$ cat config.mk
export PLATFORM = sky130hd
export DESIGN_NAME = ipus_top
export DESIGN_NICKNAME = d
export VERILOG_FILES = /design/src/hw/ipus_pkg.sv /design/src/hw/ipus_top.sv
export VERILOG_INCLUDE_DIRS = /design/src /design/src/hw
export SDC_FILE = /design/constraint.sdc
export NUM_CORES = 1
export LEC_CHECK = 0
export BUFFER_PORTS_ARGS = -buffer_cell sky130_fd_sc_hd__buf_2
export CAP_MARGIN = 15
export CELL_PAD_IN_SITES_DETAIL_PLACEMENT = 0
export CELL_PAD_IN_SITES_GLOBAL_PLACEMENT = 2
export CORE_ASPECT_RATIO = 1.1
export CORE_MARGIN = 2
export CORE_UTILIZATION = 36
export CTS_CLUSTER_DIAMETER = 80
export DETAILED_ROUTE_END_ITERATION = 6
export PLACE_DENSITY = 0.86
export SYNTH_ARGS = -nofsm -noshare
export SYNTH_HDL_FRONTEND = slang
export SYNTH_SLANG_ARGS = --single-unit
$ cat constraint.sdc
create_clock -name I_CLK -period 2.63 [get_ports I_CLK]
set_clock_uncertainty 0.1 [all_clocks]
set_input_delay 0.263 -clock I_CLK [delete_from_list [all_inputs] [get_ports I_CLK]]
set_output_delay 0.263 -clock I_CLK [all_outputs]
set_load 0.01 [all_outputs]
$ cat src/hw/ipus_cfg.svh
`ifndef IPUS_CFG_SVH
`define IPUS_CFG_SVH

// Clock and timing
`define IPUS_CLK_HZ            100000000
`define IPUS_RESET_PENDING_MS  20
`define IPUS_ISO_READY_MS      100
`define IPUS_RESET_PENDING_CYC (`IPUS_RESET_PENDING_MS * (`IPUS_CLK_HZ / 1000))
`define IPUS_ISO_READY_CYC     (`IPUS_ISO_READY_MS * (`IPUS_CLK_HZ / 1000))
`define IPUS_STROBE_INPUT_CLOCK      7'd64
`define IPUS_CONV_PERIOD       16'h0400

// Register indices; byte address is index times four
`define IPUS_IDX_CURRENT       6'h00
`define IPUS_IDX_VOLT1         6'h01
`define IPUS_IDX_VOLT2         6'h02
`define IPUS_IDX_RSVD0         6'h03
`define IPUS_IDX_SAMPLE_CS     6'h04
`define IPUS_IDX_CONFIG_CS     6'h05
`define IPUS_IDX_RSVD1         6'h06
`define IPUS_IDX_CAPTURED      6'h07
`define IPUS_IDX_SETUP         6'h08
`define IPUS_IDX_POWER_STATUS  6'h09
`define IPUS_IDX_LOCK          6'h0A
`define IPUS_IDX_ALIGN_CMD     6'h0B
`define IPUS_IDX_EMISSION      6'h10
`define IPUS_IDX_IRQ_STATUS    6'h11
`define IPUS_IDX_IRQ_MASK      6'h12

// Field positions and values
`define IPUS_SETUP_CLKOUT_BIT  0
`define IPUS_PWR_PENDING_BIT   0
`define IPUS_PWR_ISO_BIT       1
`define IPUS_IRQ_DATA_BIT      0
`define IPUS_IRQ_NONISO_BIT    1
`define IPUS_IRQ_ISO_BIT       2
`define IPUS_LOCK_KEY          8'hCA
`define IPUS_ALIGN_RESET       8'h01
`define IPUS_ALIGN_SNAPSHOT    8'h02

// Reset values
`define IPUS_SETUP_RST         8'h00
`define IPUS_EMISSION_RST      8'hFF
`define IPUS_IRQ_MASK_RST      3'h0

`endif

$ cat src/hw/ipus_pkg.sv
package ipus_pkg;
  typedef logic [7:0]  ipus_addr_t;
  typedef logic [31:0] ipus_word_t;
  typedef logic [23:0] ipus_sample_t;
  typedef logic [7:0]  ipus_byte_t;

  typedef enum logic [1:0]
  {
    ST_STARTING,
    ST_NONISO_READY,
    ST_RUNNING
  } ipus_pwr_state_t;
endpackage

$ cat src/hw/ipus_top.sv
// Decided for this implementation: the APB register port and the register offsets.
`include "ipus_cfg.svh"

module ipus_top #(
  parameter int unsigned RESET_PENDING_CYC = `IPUS_RESET_PENDING_CYC,
  parameter int unsigned ISO_READY_CYC     = `IPUS_ISO_READY_CYC
) (
  input  wire logic                  I_CLK,
  input  wire logic                  I_RST_B,
  input  wire logic                  I_PSEL,
  input  wire logic                  I_PENABLE,
  input  wire logic                  I_PWRITE,
  input  wire ipus_pkg::ipus_addr_t  I_PADDR,
  input  wire ipus_pkg::ipus_word_t  I_PWDATA,
  output ipus_pkg::ipus_word_t       O_PRDATA,
  output logic                       O_PREADY,
  output logic                       O_PSLVERR,
  input  wire logic                  I_INPUT_CLOCK,
  input  wire ipus_pkg::ipus_sample_t I_CURRENT_DATA,
  input  wire ipus_pkg::ipus_sample_t I_VOLT1_DATA,
  input  wire ipus_pkg::ipus_sample_t I_VOLT2_DATA,
  output logic                       O_CLOCK_OR_READY_PIN,
  output ipus_pkg::ipus_byte_t       O_EMISSION_SLOTS,
  output logic                       O_ISOLATED_ON,
  output logic                       O_IRQ
);
  import ipus_pkg::*;

  ipus_pwr_state_t pwr_state;
  logic [23:0]     up_count;
  logic [2:0]      input_clock_sync;
  logic            input_clock_tick;
  logic [15:0]     phase_count;
  logic [6:0]      strobe_left;
  logic            conv_event;
  ipus_sample_t    current_sample_reg;
  ipus_sample_t    first_voltage_sample_reg;
  ipus_sample_t    second_voltage_sample_reg;
  logic [15:0]     sample_checksum;
  logic [15:0]     captured_count_reg;
  ipus_byte_t      setup_reg;
  ipus_byte_t      emission_slot_reg;
  logic            locked;
  logic [2:0]      irq_status;
  logic [2:0]      irq_mask;
  logic [2:0]      irq_event;
  logic            clock_output_enable;
  logic            acc_write;
  logic            setup_phase;
  logic [5:0]      idx;
  logic            cfg_open;
  ipus_word_t      next_prdata;
  logic            next_pslverr;

  assign idx                 = I_PADDR[7:2];
  assign setup_phase         = I_PSEL && !I_PENABLE;
  assign acc_write           = I_PSEL && I_PENABLE && O_PREADY && I_PWRITE;
  assign cfg_open            = !locked;
  assign clock_output_enable = setup_reg[`IPUS_SETUP_CLKOUT_BIT];

  // Power-up timing; both flags count from reset release
  always_ff @(posedge I_CLK or negedge I_RST_B)
  begin
    if (!I_RST_B)
    begin
      up_count  <= 24'h00_0000;
      pwr_state <= ST_STARTING;
    end
    else
    begin
      if (pwr_state != ST_RUNNING)
        up_count <= up_count + 24'h00_0001;
      case (pwr_state)
        ST_STARTING:
          if (up_count == 24'(RESET_PENDING_CYC - 1))
            pwr_state <= ST_NONISO_READY;
        ST_NONISO_READY:
          if (up_count == 24'(ISO_READY_CYC - 1))
            pwr_state <= ST_RUNNING;
        default:
          pwr_state <= ST_RUNNING;
      endcase
    end
  end

  always_ff @(posedge I_CLK or negedge I_RST_B)
  begin
    if (!I_RST_B)
      O_ISOLATED_ON <= 1'b0;
    else
      O_ISOLATED_ON <= (pwr_state == ST_RUNNING);
  end

  // Input clock synchroniser; only stages 1 and 2 feed logic
  always_ff @(posedge I_CLK or negedge I_RST_B)
  begin
    if (!I_RST_B)
      input_clock_sync <= 3'h0;
    else
      input_clock_sync <= {input_clock_sync[1:0], I_INPUT_CLOCK};
  end

  assign input_clock_tick = input_clock_sync[1] && !input_clock_sync[2];

  // Conversion phase counter; stands still until the isolated side is up
  assign conv_event = input_clock_tick && (pwr_state == ST_RUNNING) &&
                      (phase_count == `IPUS_CONV_PERIOD - 16'h0001);

  always_ff @(posedge I_CLK or negedge I_RST_B)
  begin
    if (!I_RST_B)
      phase_count <= 16'h0000;
    else if (acc_write && idx == `IPUS_IDX_ALIGN_CMD && cfg_open &&
             I_PWDATA[7:0] == `IPUS_ALIGN_RESET)
      phase_count <= 16'h0000;
    else if (conv_event)
      phase_count <= 16'h0000;
    else if (input_clock_tick && pwr_state == ST_RUNNING)
      phase_count <= phase_count + 16'h0001;
  end

  always_ff @(posedge I_CLK or negedge I_RST_B)
  begin
    if (!I_RST_B)
      captured_count_reg <= 16'h0000;
    else if (acc_write && idx == `IPUS_IDX_ALIGN_CMD && cfg_open &&
             I_PWDATA[7:0] == `IPUS_ALIGN_SNAPSHOT)
      captured_count_reg <= phase_count;
  end

  // Strobe length counted in input clock edges, not system cycles
  always_ff @(posedge I_CLK or negedge I_RST_B)
  begin
    if (!I_RST_B)
      strobe_left <= 7'd0;
    else if (conv_event)
      strobe_left <= `IPUS_STROBE_INPUT_CLOCK;
    else if (input_clock_tick && strobe_left != 7'd0)
      strobe_left <= strobe_left - 7'd1;
  end

  always_ff @(posedge I_CLK or negedge I_RST_B)
  begin
    if (!I_RST_B)
      O_CLOCK_OR_READY_PIN <= 1'b1;
    else if (clock_output_enable)
      O_CLOCK_OR_READY_PIN <= input_clock_sync[1];
    else
      O_CLOCK_OR_READY_PIN <= (strobe_left == 7'd0);
  end

  // Samples latched together so a burst read sees one coherent set
  always_ff @(posedge I_CLK or negedge I_RST_B)
  begin
    if (!I_RST_B)
    begin
      current_sample_reg        <= 24'h00_0000;
      first_voltage_sample_reg  <= 24'h00_0000;
      second_voltage_sample_reg <= 24'h00_0000;
      sample_checksum           <= 16'h0000;
    end
    else if (conv_event)
    begin
      current_sample_reg        <= I_CURRENT_DATA;
      first_voltage_sample_reg  <= I_VOLT1_DATA;
      second_voltage_sample_reg <= I_VOLT2_DATA;
      sample_checksum           <= I_CURRENT_DATA[15:0] ^ {8'h00, I_CURRENT_DATA[23:16]} ^
                                   I_VOLT1_DATA[15:0] ^ {8'h00, I_VOLT1_DATA[23:16]} ^
                                   I_VOLT2_DATA[15:0] ^ {8'h00, I_VOLT2_DATA[23:16]};
    end
  end

  // Configuration; writes ignored while locked
  always_ff @(posedge I_CLK or negedge I_RST_B)
  begin
    if (!I_RST_B)
    begin
      setup_reg         <= `IPUS_SETUP_RST;
      emission_slot_reg <= `IPUS_EMISSION_RST;
    end
    else if (acc_write && cfg_open)
    begin
      if (idx == `IPUS_IDX_SETUP)
        setup_reg <= I_PWDATA[7:0];
      else if (idx == `IPUS_IDX_EMISSION)
        emission_slot_reg <= I_PWDATA[7:0];
    end
  end

  always_ff @(posedge I_CLK or negedge I_RST_B)
  begin
    if (!I_RST_B)
      O_EMISSION_SLOTS <= `IPUS_EMISSION_RST;
    else
      O_EMISSION_SLOTS <= emission_slot_reg;
  end

  // Key locks; any other value unlocks
  always_ff @(posedge I_CLK or negedge I_RST_B)
  begin
    if (!I_RST_B)
      locked <= 1'b0;
    else if (acc_write && idx == `IPUS_IDX_LOCK)
      locked <= (I_PWDATA[7:0] == `IPUS_LOCK_KEY);
  end

  // Interrupt status: set beats write-one-to-clear
  assign irq_event[`IPUS_IRQ_DATA_BIT]   = conv_event;
  assign irq_event[`IPUS_IRQ_NONISO_BIT] = (pwr_state == ST_STARTING) &&
                                           (up_count == 24'(RESET_PENDING_CYC - 1));
  assign irq_event[`IPUS_IRQ_ISO_BIT]    = (pwr_state == ST_NONISO_READY) &&
                                           (up_count == 24'(ISO_READY_CYC - 1));

  always_ff @(posedge I_CLK or negedge I_RST_B)
  begin
    if (!I_RST_B)
      irq_status <= 3'h0;
    else if (acc_write && idx == `IPUS_IDX_IRQ_STATUS)
      irq_status <= (irq_status & ~I_PWDATA[2:0]) | irq_event;
    else
      irq_status <= irq_status | irq_event;
  end

  always_ff @(posedge I_CLK or negedge I_RST_B)
  begin
    if (!I_RST_B)
      irq_mask <= `IPUS_IRQ_MASK_RST;
    else if (acc_write && idx == `IPUS_IDX_IRQ_MASK)
      irq_mask <= I_PWDATA[2:0];
  end

  always_ff @(posedge I_CLK or negedge I_RST_B)
  begin
    if (!I_RST_B)
      O_IRQ <= 1'b0;
    else
      O_IRQ <= |(irq_status & irq_mask);
  end

  // Read mux evaluated in setup phase so read data comes from a flop
  always_comb
  begin
    next_prdata  = 32'h0000_0000;
    next_pslverr = 1'b0;
    if (idx == `IPUS_IDX_CURRENT)
      next_prdata = {8'h00, current_sample_reg};
    else if (idx == `IPUS_IDX_VOLT1)
      next_prdata = {8'h00, first_voltage_sample_reg};
    else if (idx == `IPUS_IDX_VOLT2)
      next_prdata = {8'h00, second_voltage_sample_reg};
    else if (idx == `IPUS_IDX_RSVD0 || idx == `IPUS_IDX_RSVD1)
      next_prdata = 32'h0000_0000;
    else if (idx == `IPUS_IDX_SAMPLE_CS)
      next_prdata = {16'h0000, sample_checksum};
    else if (idx == `IPUS_IDX_CONFIG_CS)
      next_prdata = {16'h0000, setup_reg ^ emission_slot_reg, emission_slot_reg};
    else if (idx == `IPUS_IDX_CAPTURED)
      next_prdata = {16'h0000, captured_count_reg};
    else if (idx == `IPUS_IDX_SETUP)
      next_prdata = {24'h00_0000, setup_reg};
    else if (idx == `IPUS_IDX_POWER_STATUS)
      next_prdata = {30'h0000_0000, pwr_state == ST_RUNNING,
                     pwr_state == ST_STARTING};
    else if (idx == `IPUS_IDX_LOCK || idx == `IPUS_IDX_ALIGN_CMD)
      next_prdata = 32'h0000_0000;
    else if (idx == `IPUS_IDX_EMISSION)
      next_prdata = {24'h00_0000, emission_slot_reg};
    else if (idx == `IPUS_IDX_IRQ_STATUS)
      next_prdata = {29'h0000_0000, irq_status};
    else if (idx == `IPUS_IDX_IRQ_MASK)
      next_prdata = {29'h0000_0000, irq_mask};
    else
      next_pslverr = 1'b1;
    if (I_PWRITE)
      next_prdata = 32'h0000_0000;
  end

  // No wait state: ready rises in the first access cycle
  always_ff @(posedge I_CLK or negedge I_RST_B)
  begin
    if (!I_RST_B)
    begin
      O_PREADY  <= 1'b0;
      O_PRDATA  <= 32'h0000_0000;
      O_PSLVERR <= 1'b0;
    end
    else if (setup_phase)
    begin
      O_PREADY  <= 1'b1;
      O_PRDATA  <= next_prdata;
      O_PSLVERR <= next_pslverr;
    end
    else
    begin
      O_PREADY  <= 1'b0;
      O_PRDATA  <= 32'h0000_0000;
      O_PSLVERR <= 1'b0;
    end
  end
endmodule
==> results.md, run 1 <==
CTS:
- Buffers inserted during clock tree synthesis total 24.
- The number of H-tree levels is 1.
- The CTS tree is done.
- Counting along the longest clock path gives a buffer depth of 3.
- In this run the post-CTS setup repair buffer count came out at 0.
- The worst-skew pair later-pin latency is approximately 530 ps.
- After clock tree synthesis, the clock-pin slew on the worst setup and hold paths is roughly 60 ps.
- The number of sinks handled by clock tree synthesis is 216.
- The tree is rooted in a clkbuf_16.

Timing:
- The relative slew slack is 40.28%.
- The final worst hold slack is 32.60 ps.
- In the finished design, the share of the clock period the worst path needs comes to 88.68%.
- The slew at the pin closest to its max-slew limit is ~900 ps.
- The final max-slew violation count is 0.
- The final-report setup violation count is 0.
- The sum of negative setup slack is 0 ps.
- Setup repair after global routing left no endpoint under its margin.
- The final period demand of the worst path is ~2300 ps.
- For this run, the top clock speed supported by timing is 428.7 MHz.
- The count of final hold-check violations was 0.

Worst setup path:
- STA classifies the critical path startpoint as a primary input.
- The startpoint identified for the worst register-to-register timing path is phase_count[10]$_DFFE_PN0P_.
- Data on the critical path is required at its endpoint by 2920 ps.
- The data arrival time at the worst-slack endpoint is 2620 ps.
- The endpoint identified for the worst register-to-register timing path is current_sample_reg[18]$_DFFE_PN0P_.
- The slowest stage of the critical path is the or4b_1 cell.
- The cell count of the worst reg-to-reg path is 6.
- The signal on the critical path passes through dlygate4sd3_1 > buf_2 > or4b_1 > nor2_4 > nand4_4 > mux2_2.
- The worst setup path is captured at a flip-flop.
- By startpoint and endpoint, the worst setup path is classified as primary input to flip-flop.
- For flop-to-flop paths, the worst setup slack is 400 ps.
- The worst-path maximum fanout is 17.
- For this run, the slowest stage of the critical path takes approximately 700 ps.

Logic synthesis:
- Of all flip-flops after synthesis, the portion carrying an async set or reset was between 90% and 100%.
- Ranked by instance count, the synthesized netlist is headed by nand2_1 (277), dfrtp_1 (199), xnor2_1 (80), nor2_1 (54), o21ai_0 (34).
- Yosys mapped the design onto 65 distinct sky130hd cell types.
- By area the synthesized netlist is led by dfrtp_1 (50%), nand2_1 (10%), xnor2_1 (7.0%).
- In this run, synthesis produced a sequential element count of 216.
- After synthesis, the largest area contributor takes up around half of total cell area.
- In the synthesized netlist the dominant register cell turns out to be dfrtp_1.
- The most numerous cell in the Yosys netlist is nand2_1.
- The post-synthesis cell count is between 900 and 1,000.
- The count of flip-flops with a built-in enable after synthesis is 0.
- The synthesized area per cell is between 10 and 15 um^2.
- The Yosys step of the flow raised 0 warnings.
- The portion of the post-synthesis area used by sequential elements is 54.47%.
- Summed over all instances, the cell type with the most area after synthesis is dfrtp_1.
- In this run the cell area of the synthesized design comes to about 10000 um^2.

Power and ir drop:
- The maximum ir drop on the vdd rail is 0.3637 mV.
- Dividing total power by cell area gives a power density of 576.2 nW/um^2.
- For this design the static power due to leakage is around 5.7 nW.
- The part of the total power dissipated in combinational logic is 7.4%.
- The net switching share of the total power is between 20 and 25%.
- The net switching power is between 0.0015 and 0.002 W.
- The internal power summed over all cells is roughly 0.0057 W.
- The part of the power in registers is 45.3%.
- The final total power is between 0.007 and 0.008 W.
- The clock network burns a little under half of the power.

Global route:
- The via count of the first global-routing pass is 7,750.
- The wire length of the first global-routing pass is 42,260 um.
- After global routing the overflow that remains totals 0.
- Entering global routing, the biggest net connects 87 pins.
- The initial antenna violation count came to 1.
- For this run, the total global-route usage over all layers was measured as a little under a fifth.

Placement:
- The post-DP HPWL is around 18,000 um.
- Port buffering added 128 buffers.
- The final RePlAce weighted congestion is approximately 0.82.

Die:
- The initial core utilization is approximately 37%.
- around 160 I/O pins were placed.
- The overall die height is between 150 and 200 um.
- The core box area is 27,120 um^2.
- Row generation in the floorplan step produced 63 rows.
- The die extent in x is 162.6 um.
- The die covers between 20,000 and 30,000 um^2.

Routing:
- Using the TritonRoute via totals, the vias-per-cell ratio works out to 4.901.
- The routed wirelength normalized by instance count is between 15 and 20 um.
- The count of nets left with antenna violations once routing finished came out at 0.
- For this run, the detailed router's first-pass iteration total came to 5.
- The post-route DRC violation count is 0.
- The sum of routed wire length over all layers is roughly 26,000 um.
- The number of design-rule violations left by the first detailed-router iteration is 549.
- Across all layers, the routed design uses a little under 8,000 vias.

Finish:
- After filler insertion, the fill cell instance count of the layout stands at between 2,000 and 3,000.
- Cells with a size suffix above 1 make up approximately 22% of the layout.
- At the end of the flow, the number of nets in the layout was 1,337.
- The final core area utilization is between 40% and 50%.
- The relative area change from synthesis to final layout is 29.04%.

Hold path:
- Along the worst hold path, the cell count comes to 2.
- The path with the worst hold slack has its endpoint at O_PREADY$_DFF_PN0_.
- The worst hold path begins at I_PSEL.
- The class of the tightest hold or removal check is primary input to flip-flop.

Job:
- The number of maximum-capacitance constraint violations is 0.

Run status:
- The run finished with clean final reports.
[layout by cell type, fill, tap and decap left out, drive strengths merged, types with 9 or more instances in the layout]
| cell | count |
|---|---|
| nand2 | 277 |
| dfrtp | 199 |
| buf | 158 |
| dlygate4sd3 | 85 |
| xnor2 | 80 |
| nor2 | 58 |
| o21ai | 34 |
| mux2 | 32 |
| a21oi | 31 |
| clkbuf | 31 |
| xor2 | 22 |
| a22oi | 21 |
| nand3 | 18 |
| dfstp | 17 |
| nand4 | 14 |
| inv | 12 |
| nor3 | 11 |
| a222oi | 9 |
| a221oi | 9 |
| and3 | 9 |
[cell families after synthesis]
kind of cell	after synthesis	share of synthesized area, %
buf+inv	60	2.977
flops	216	54.47
xor+xnor	102	8.968
other cells	1	0.03764
fa+ha+maj	4	0.5024
mux	34	4.120
compound gates	141	9.382
simple gates	430	19.54
[worst max-delay path, delay by kind of cell]
kind,cells,cell delay (ps)
simple gates,3,1250
buf+inv,2,690
mux,1,400
[repair_timing]
item	in CTS	in global routing
resized for setup	0	0
hold buffers	85	0
hold endpoints to repair	183	0
[power groups by stage]
stage | clock (W) | combinational, W | sequential, W
global route | 0.00371 | 0.000602 | 0.00335
detailed placement | 0 | 0.000456 | 0.00341
floorplan | 0 | 0.000198 | 0.00341
finish | 0.00351 | 0.000549 | 0.00335
global placement | 0 | 0.000457 | 0.00341
CTS | 0.00358 | 0.000553 | 0.00335
[through the flow]
step	cells	worst slack, ps	cell area [um^2]
3_3_place_gp	1461	292.3	11160
6_report	1591	297.6	12850
5_1_grt	1590	194.2	12850
2_1_floorplan	995	608.7	9988
4_1_cts	1590	313.3	12850
3_5_place_dp	1461	264.0	11160
[area by class of cell]
| class | count | area [um^2] | share of cell area (%) |
|---|---|---|---|
| Inverter | 11 | 41.29 | 0.3212 |
| Antenna cell | 1 | 2.502 | 0.01947 |
| Clock buffer | 31 | 676.9 | 5.266 |
| Clock inverter | 13 | 161.4 | 1.256 |
| Tap cell | 357 | 446.7 | 3.475 |
| Multi-Input combinational cell | 719 | 4285 | 33.34 |
| Timing Repair Buffer | 243 | 1814 | 14.11 |
| Sequential cell | 216 | 5426 | 42.21 |
[routing by layer]
metal	vias to the layer above	global-route usage, %	share of wire, %
li1	3805	-	-
met1	3762	26.89	47
met2	201	29.79	46
met3	29	2.395	5.2
met4	0	4.240	1.5
met5	-	0	0
[worst max-delay path by stage]
stage	start	cells after the start	to
2_1_floorplan	pwr_state[0]$_DFFE_PN0P_	7	current_sample_reg[0]$_DFFE_PN0P_
3_3_place_gp	I_PADDR[4]	5	captured_count_reg[13]$_DFFE_PN0P_
3_5_place_dp	I_PADDR[4]	5	captured_count_reg[6]$_DFFE_PN0P_
4_1_cts	I_PADDR[7]	6	captured_count_reg[1]$_DFFE_PN0P_
5_1_grt	I_PADDR[7]	6	captured_count_reg[0]$_DFFE_PN0P_
6_report	I_PADDR[7]	6	captured_count_reg[1]$_DFFE_PN0P_
Note: power is estimated with default switching activity, not from simulation.
==> run 2: changes to the inputs <==
ABC_AREA = 1   (was unset)
CORE_UTILIZATION = 34   (was 36)
==> results.md, run 2 <==
Run status:
- Result of the run: complete, no violations (unchanged).

Routing:
- The final antenna-violating net count is 0 (unchanged).
- The routed wirelength normalized by instance count was 15.15 um (was 16.51 um).
- The first-pass detailed-route iteration total is 5 (unchanged).
- The post-route DRC violation count is 0 (unchanged).
- The post-detailed-route via-to-cell ratio is 4.610 (was 4.901).
- The wire length on met2 was 14,660 um (was 12,120 um).
- The sum of routed wire length over all layers is 29,850 um (was 26,270 um).
- The total via count in the routed design is 9,086 (was 7,797).
- The top metal layer carrying routed signals is met4 (unchanged).
- The number of design-rule violations left by the first detailed-router iteration is 584 (was 549).
- The wire length on met3 is 1040 um (was 1364 um).
- The post-route met1 wirelength was 13,590 um (was 12,400 um).

Timing:
- The final-report setup violation count is 0 (unchanged).
- The relative slew slack was 57.08% (was 40.28%).
- The maximum frequency from static timing analysis came to 432.4 MHz (was 428.7 MHz).
- The final period demand of the worst path is 2312 ps (was 2332 ps).
- Setup repair after global routing missed its margin: false (unchanged).
- The final max-slew violation count is 0 (unchanged).
- The slew at the pin closest to its max-slew limit is 643.0 ps (was 895.8 ps).
- The sum of negative setup slack is 0 ps (unchanged).
- The count of final hold-check violations is 0 (unchanged).
- The post-route fraction of the period consumed by the critical path is 87.93% (was 88.68%).

Logic synthesis:
- The synthesized area per cell came to 8.157 um^2 (was 10.08 um^2).
- The flip-flop cell with the highest count after synthesis is dfrtp_1 (unchanged).
- The cell area after technology mapping is 10,730 um^2 (was 9962 um^2).
- The count of different cell masters after synthesis is 39 (was 65).
- The post-synthesis cell count is 1,315 (was 988).
- The fraction of synthesis flops using an asynchronous set or reset pin is 100.0% (unchanged).
- The post-synthesis simple-gate area fraction is 26.98% (was 19.54%).
- The proportion of netlist area held by the largest area contributor is 46.42% (was 49.99%).
- The combinational family with the most area after synthesis is simple AND/OR/NAND/NOR gates (unchanged).
- The count of flip-flops with a built-in enable after synthesis is 0 (unchanged).
- The multiplexer fraction of the synthesized cell area was 0% (was 4.120%).
- Ranking of synthesized cells by area: dfrtp_1 (46%), nand2_1 (14%), inv_1 (4.5%) (was dfrtp_1 (50%), nand2_1 (10%), xnor2_1 (7.0%)).
- The post-synthesis adder-cell area fraction came to 0.4666% (was 0.5024%).
- The most numerous cell in the Yosys netlist is nand2_1 (unchanged).
- The number of register bits inferred by synthesis was 216 (unchanged).
- The portion of the post-synthesis area used by sequential elements is 50.59% (was 54.47%).
- The xor and xnor area share after synthesis is 7.267% (was 8.968%).
- The compound-gate portion of the synthesized area is 7.279% (was 9.382%).
- The number of warning messages in the yosys log is 0 (unchanged).
- Commonest cells in the netlist: nand2_1 (402), dfrtp_1 (199), inv_1 (129), nor2_1 (116), nand3_1 (66) (was nand2_1 (277), dfrtp_1 (199), xnor2_1 (80), nor2_1 (54), o21ai_0 (34)).
- The largest area contributor in the synthesized netlist was dfrtp_1 (unchanged).

CTS:
- The CTS tree was done (unchanged).
- The total setup buffers inserted after CTS came to 0 (unchanged).
- The worst-skew pair later-pin latency is 520 ps (was 530 ps).
- The clock slew at the register clock pins of the worst setup and hold paths is 70 ps (was 60 ps).
- The worst-case clock buffer depth is 3 (unchanged).
- The cell at the root of the clock tree is clkbuf_16 (unchanged).
- The number of H-tree levels is 1 (unchanged).
- The number of sinks handled by clock tree synthesis is 216 (unchanged).
- The TritonCTS buffer count is 25 (was 24).

Worst setup path:
- The cell count of the worst reg-to-reg path came to 9 (was 6).
- The launching point of the worst reg2reg path is phase_count[0]$_DFFE_PN0P_ (was phase_count[10]$_DFFE_PN0P_).
- The data arrival time at the worst-slack endpoint is 2600 ps (was 2620 ps).
- The required time at the endpoint of the critical path is 2910 ps (was 2920 ps).
- The worst flop-to-flop path endpoint is second_voltage_sample_reg[17]$_DFFE_PN0P_ (was current_sample_reg[18]$_DFFE_PN0P_).
- The register-to-register setup slack is 320 ps (was 400 ps).
- The critical path launch point type is a flip-flop (was primary input).
- The worst-path maximum fanout is 59 (was 17).
- The stage delay of the slowest cell on the critical path was 470 ps (was 700 ps).
- Critical path cell sequence: ha_1 > nand2_1 > nor2_4 > nand3_2 > nor2_4 > nand3_4 > buf_4 > nand2_1 > o21ai_0 (was dlygate4sd3_1 > buf_2 > or4b_1 > nor2_4 > nand4_4 > mux2_2).
- The kind of critical path is flip-flop to flip-flop (was primary input to flip-flop).
- The endpoint class of the critical path is a flip-flop (unchanged).
- The launch point of the worst path is phase_count[0]$_DFFE_PN0P_ (was I_PADDR[7]).
- The cell at the slowest stage of the critical path is dfrtp_1 (was or4b_1).

Power and ir drop:
- The final total power is 0.007338 W (was 0.007407 W).
- The areal power density over the cells came to 544.3 nW/um^2 (was 576.2 nW/um^2).
- The static leakage came to 6.501 nW (was 5.740 nW).
- The maximum ir drop on the vdd rail is 0.3668 mV (was 0.3637 mV).

Finish:
- The net count reported at finish was 1,655 (was 1,337).
- The fraction of layout cells with a size suffix above 1 came to 15.28% (was 22.06%).
- The leading cell type in the layout, fill and taps excluded is nand2_1 (unchanged).
- The relative area change from synthesis to final layout came to 25.70% (was 29.04%).
- The antenna diode instance count is 0 (was 1).
- The final non-filler cell area was 13,480 um^2 (was 12,850 um^2).
- Most frequent cells in the layout: nand2_1 (402), dfrtp_1 (199), inv_1 (129) (was nand2_1 (276), dfrtp_1 (199), buf_2 (127)).

Die:
- The number of rows created at floorplan came to 68 (was 63).
- The area enclosed by the die boundary is 32,990 um^2 (was 29,020 um^2).
- The core box area is 31,220 um^2 (was 27,120 um^2).
- The overall die height is 190.3 um (was 178.5 um).
- The initial core utilization was 34.35% (was 36.74%).
- The die extent in x is 173.4 um (was 162.6 um).
- The count of pins on the block boundary is 163 (unchanged).

Placement:
- The final RePlAce weighted congestion was 0.8282 (was 0.8164).
- The post-place instance area came to 11,850 um^2 (was 11,160 um^2).
- The post-DP HPWL was 20,910 um (was 18,320 um).
- The count of input and output buffers came to 128 (unchanged).

Hold path:
- The worst hold path stage count came to 3 (was 2).
- The critical hold path startpoint is I_PWDATA[2] (was I_PSEL).
- The end point of the worst hold path is emission_slot_reg[2]$_DFFE_PN1P_ (was O_PREADY$_DFF_PN0_).
- The class of the tightest hold or removal check is primary input to flip-flop (unchanged).

Global route:
- The initial antenna violation count is 0 (was 1).
- The global route total overflow came to 0 (unchanged).
- The wire length of the first global-routing pass is 48,890 um (was 42,260 um).
- The global-route usage over all layers was 18.36% (was 18.57%).
- The maximum number of pins on one net before global-route repair came to 67 (was 87).
- The via count of the first global-routing pass came to 9,228 (was 7,750).

Job:
- The number of maximum-capacitance constraint violations is 0 (unchanged).
-- run 2: cell count changes in the layout (fill, tap and decap cells not counted), sizes merged, moves of 17 or more --
| cell | change |
|---|---|
| a22oi | -20 |
| inv | +123 |
| mux2 | -32 |
| nand2 | +129 |
| nand3 | +51 |
| nand4 | +19 |
| nor2 | +70 |
| nor3 | +17 |
| o211ai | +18 |
| o21ai | +54 |
| xnor2 | -34 |
| xor2 | +21 |
-- run 2: what timing repair did --
action / in CTS / in global routing
hold buffers: 82 / 0
resized for setup: 0 / 0
endpoints found under the hold margin: 152 / 0
-- run 2: per-layer routing --
metal | up-vias | global-route usage (%)
met4 | 0 | 4.759
met3 | 44 | 2.073
met1 | 4260 | 24.47
met2 | 182 | 31.88
met5 | - | 0
li1 | 4600 | -
-- run 2: kinds of logic (layout without fill, tap and decap cells) --
group                    count (synthesis)  count (layout)
AO/OA/AOI/OAI                          144             144
adder cells (fa/ha/maj)                  4               4
buffers and inverters                  183             412
flip-flops                             216             216
other                                    1               8
AND/OR/NAND/NOR                        678             678
XOR/XNOR                                89              89
-- run 2: worst max-delay path, delay by kind of cell, from the launching register on --
family | cells | cell delay (ps)
AO/OA/AOI/OAI | 1 | 80
adder cells (fa/ha/maj) | 1 | 220
buffers and inverters | 1 | 350
flip-flops | 1 | 470
AND/OR/NAND/NOR | 6 | 920
-- run 2: stage by stage --
stage	utilization (%)	cells	hold slack, ps	setup slack [ps]
after floorplan	-	1322	-132.6	773.6
after global placement	37.96	1844	153.1	410.1
after detailed placement	37.96	1844	157.7	347.0
after global routing	43.18	1971	87.95	68.03
after CTS	43.18	1971	20.43	327.2
final	43.18	1971	26.00	317.6
-- run 2: power breakdown --
part / leakage [nW] / switching [W] / internal, W
Combinational: 3.65 / 0.000292 / 0.000243
Clock: 0.395 / 0.00142 / 0.00203
Sequential: 2.46 / 0.0000116 / 0.00334
Total: 6.50 / 0.00173 / 0.00561
-- run 2: cell type report --
| class | instances | area [um^2] |
|---|---|---|
| fill | 3233 | 17740 |
| sequential | 216 | 5426 |
| multi-input combinational | 923 | 4542 |
| timing repair buffer | 232 | 1674 |
| clock buffer | 32 | 681.9 |
| tap | 420 | 525.5 |
| inverter | 135 | 506.7 |
| clock inverter | 13 | 126.4 |
-- run 2: how the worst max path moves through the flow --
stage	endpoint	cells after the start	slack (ps)
after CTS	second_voltage_sample_reg[4]$_DFFE_PN0P_	9	330
final	second_voltage_sample_reg[17]$_DFFE_PN0P_	9	320
after global routing	second_voltage_sample_reg[16]$_DFFE_PN0P_	9	70
after floorplan	second_voltage_sample_reg[18]$_DFFE_PN0P_	10	770
after detailed placement	second_voltage_sample_reg[17]$_DFFE_PN0P_	9	350
after global placement	second_voltage_sample_reg[17]$_DFFE_PN0P_	9	410
==> run 3: changes to the inputs <==
BUFFER_PORTS_ARGS = unset   (was -buffer_cell sky130_fd_sc_hd__buf_2)
CORE_UTILIZATION = 38   (was 34)
DONT_BUFFER_PORTS = 1   (was unset)
==> results.md, run 3 (same netlist as run 2, synthesis figures left out) <==
Run status:
- Result of the run: finished with violations (was complete, no violations).
- The checks that failed: negative hold slack.

Placement:
- The final RePlAce weighted congestion is 0.8235 (was 0.8282).
- The total instance count after detailed placement came to 1,654 (was 1,844).
- The post-DP HPWL is 19,510 um (was 20,910 um).
- The pre-CTS setup slack was 512.6 ps (was 347.0 ps).
- The count of input and output buffers is 0 (was 128).

Die:
- The number of rows created at floorplan was 64 (was 68).
- The die extent in x is 164.2 um (was 173.4 um).
- The area enclosed by the die boundary is 29,590 um^2 (was 32,990 um^2).
- The core box area is 27,790 um^2 (was 31,220 um^2).
- The count of pins on the block boundary came to 163 (unchanged).
- The initial core utilization was 38.60% (was 34.35%).
- The overall die height is 180.2 um (was 190.3 um).

Finish:
- The net count reported at finish was 1,525 (was 1,655).
- Most frequent cells in the layout: nand2_1 (402), dfrtp_1 (199), inv_1 (129) (unchanged).
- The non-filler instance count after layout is 1,785 (was 1,971).
- The leading cell type in the layout, fill and taps excluded is nand2_1 (unchanged).
- The antenna diode instance count is 0 (unchanged).
- The fraction of layout cells with a size suffix above 1 is 7.384% (was 15.28%).
- The relative area change from synthesis to final layout is 19.18% (was 25.70%).

Power and ir drop:
- The maximum ir drop on the vdd rail is 0.4368 mV (was 0.3668 mV).
- The final total power is 0.007250 W (was 0.007338 W).
- The areal power density over the cells was 567.2 nW/um^2 (was 544.3 nW/um^2).
- The static leakage is 5.947 nW (was 6.501 nW).

Worst setup path:
- The critical path launch point type is a flip-flop (unchanged).
- The kind of critical path is flip-flop to flip-flop (unchanged).
- The required time at the endpoint of the critical path was 2930 ps (was 2910 ps).
- The data arrival time at the worst-slack endpoint is 2420 ps (was 2600 ps).
- The worst-path maximum fanout is 45 (was 59).
- The endpoint class of the critical path is a flip-flop (unchanged).

Global route:
- The wire length of the first global-routing pass is 46,820 um (was 48,890 um).
- The via count of the first global-routing pass is 8,721 (was 9,228).
- The global route total overflow came to 0 (unchanged).
- The global-route usage over all layers was 19.86% (was 18.36%).
- The initial antenna violation count was 0 (unchanged).
- The maximum number of pins on one net before global-route repair is 217 (was 67).

CTS:
- The clock slew at the register clock pins of the worst setup and hold paths is 60 ps (was 70 ps).
- The number of H-tree levels is 1 (unchanged).
- The cell at the root of the clock tree is clkbuf_16 (unchanged).
- The CTS tree was done (unchanged).
- The number of sinks handled by clock tree synthesis is 216 (unchanged).
- The post-cts gate resize count came to 0 (unchanged).
- The post-cts hold buffer count came to 85 (was 82).
- The worst-skew pair later-pin latency is 530 ps (was 520 ps).
- The TritonCTS buffer count is 25 (unchanged).
- The worst-case clock buffer depth is 3 (unchanged).

Timing:
- The final-report setup violation count is 0 (unchanged).
- The count of final hold-check violations is 216 (was 0).
- The maximum frequency from static timing analysis was 472.3 MHz (was 432.4 MHz).
- The slew at the pin closest to its max-slew limit was 676.7 ps (was 643.0 ps).
- The relative slew slack was 54.74% (was 57.08%).
- Setup repair after global routing missed its margin: false (unchanged).
- The final worst hold slack is -666.7 ps (was 26.00 ps).
- The post-route fraction of the period consumed by the critical path was 80.51% (was 87.93%).
- The final period demand of the worst path is 2117 ps (was 2312 ps).
- The final max-slew violation count is 0 (unchanged).
- The worst-case setup margin in the final layout is 512.6 ps (was 317.6 ps).
- The sum of negative setup slack came to 0 ps (unchanged).

Routing:
- The total via count in the routed design is 8,693 (was 9,086).
- The number of design-rule violations left by the first detailed-router iteration is 495 (was 584).
- The sum of routed wire length over all layers is 28,880 um (was 29,850 um).
- The post-route DRC violation count came to 0 (unchanged).
- The routed wirelength normalized by instance count was 16.18 um (was 15.15 um).
- The first-pass detailed-route iteration total is 5 (unchanged).
- The final antenna-violating net count is 0 (unchanged).
- The post-detailed-route via-to-cell ratio is 4.870 (was 4.610).

Job:
- The number of maximum-capacitance constraint violations is 0 (unchanged).

Hold path:
- The class of the tightest hold or removal check is primary input to asynchronous set/reset pin (was primary input to flip-flop).
==> run 3: changes by cell type in the layout (fill, tap and decap cells not counted), moves of 3 or more <==
cell	previous run	this run
buf_2	127	0
buf_4	19	14
clkbuf_8	3	9
clkinv_2	7	4
dlygate4sd3_1	82	85
==> run 3: path summary, 6_finish.rpt <==
check	startpoint	end	slack [ps]	depth (start not counted)
worst min-delay path	I_RST_B	up_count[11]$_DFFE_PN0N_	-670	0
worst max register to register	phase_count[1]$_DFFE_PN0P_	second_voltage_sample_reg[21]$_DFFE_PN0P_	510	9
worst min register to register	input_clock_sync[0]$_DFF_PN0_	input_clock_sync[1]$_DFF_PN0_	250	0
max in group asynchronous	I_RST_B	O_CLOCK_OR_READY_PIN$_DFF_PN1_	2700	0
min in group I_CLK	I_CURRENT_DATA[9]	sample_checksum[9]$_DFFE_PN0P_	30	3
worst max-delay path	phase_count[1]$_DFFE_PN0P_	second_voltage_sample_reg[21]$_DFFE_PN0P_	510	9
==> run 3: area by class of cell <==
class                   instances  area (um^2)
well taps                     363        454.2
inverters                     135        506.7
multi-input cells             923         4542
fillers                      2748        15000
clock buffers                  38        764.5
clock inverters                 8        73.82
repair buffers                102         1016
flip-flops and latches        216         5426
==> run 3: where the power goes <==
part	switching, W	leakage (nW)	internal (W)
combinational	0.000181	3.08	0.000186
sequential	0.0000165	2.46	0.00334
clock	0.00143	0.412	0.00210
==> run 3: what timing repair did <==
| item | in CTS | in global routing |
|---|---|---|
| setup buffers | 0 | 0 |
| setup endpoints to repair | 0 | 0 |
| hold endpoints to repair | 330 | 216 |
==> run 3: critical path, stage by stage (launching register included) <==
cell	delay [ps]
dfrtp_1	370
ha_1	180
nand2_1	120
nor2_4	140
nand3_2	130
nor2_4	220
nand3_4	200
buf_4	340
nand2_1	110
o21ai_0	70
==> run 3: per-stage QoR <==
step	util [%]	area, um^2	hold slack, ps
after floorplan	-	10750	-132.6
after global placement	39.93	11090	-122.8
after detailed placement	39.93	11090	-120.8
after CTS	46.01	12780	-682.6
after global routing	46.01	12780	-696.2
final	46.01	12780	-666.7
==> run 3: layer usage <==
layer / track usage [%] / routed length, um / share of wire, %
met1: 26.71 / 13060 / 45
met5: 0 / 0 / 0
met2: 33.29 / 13870 / 48
met4: 5.263 / 628 / 2.2
met3: 3.015 / 1317 / 4.6
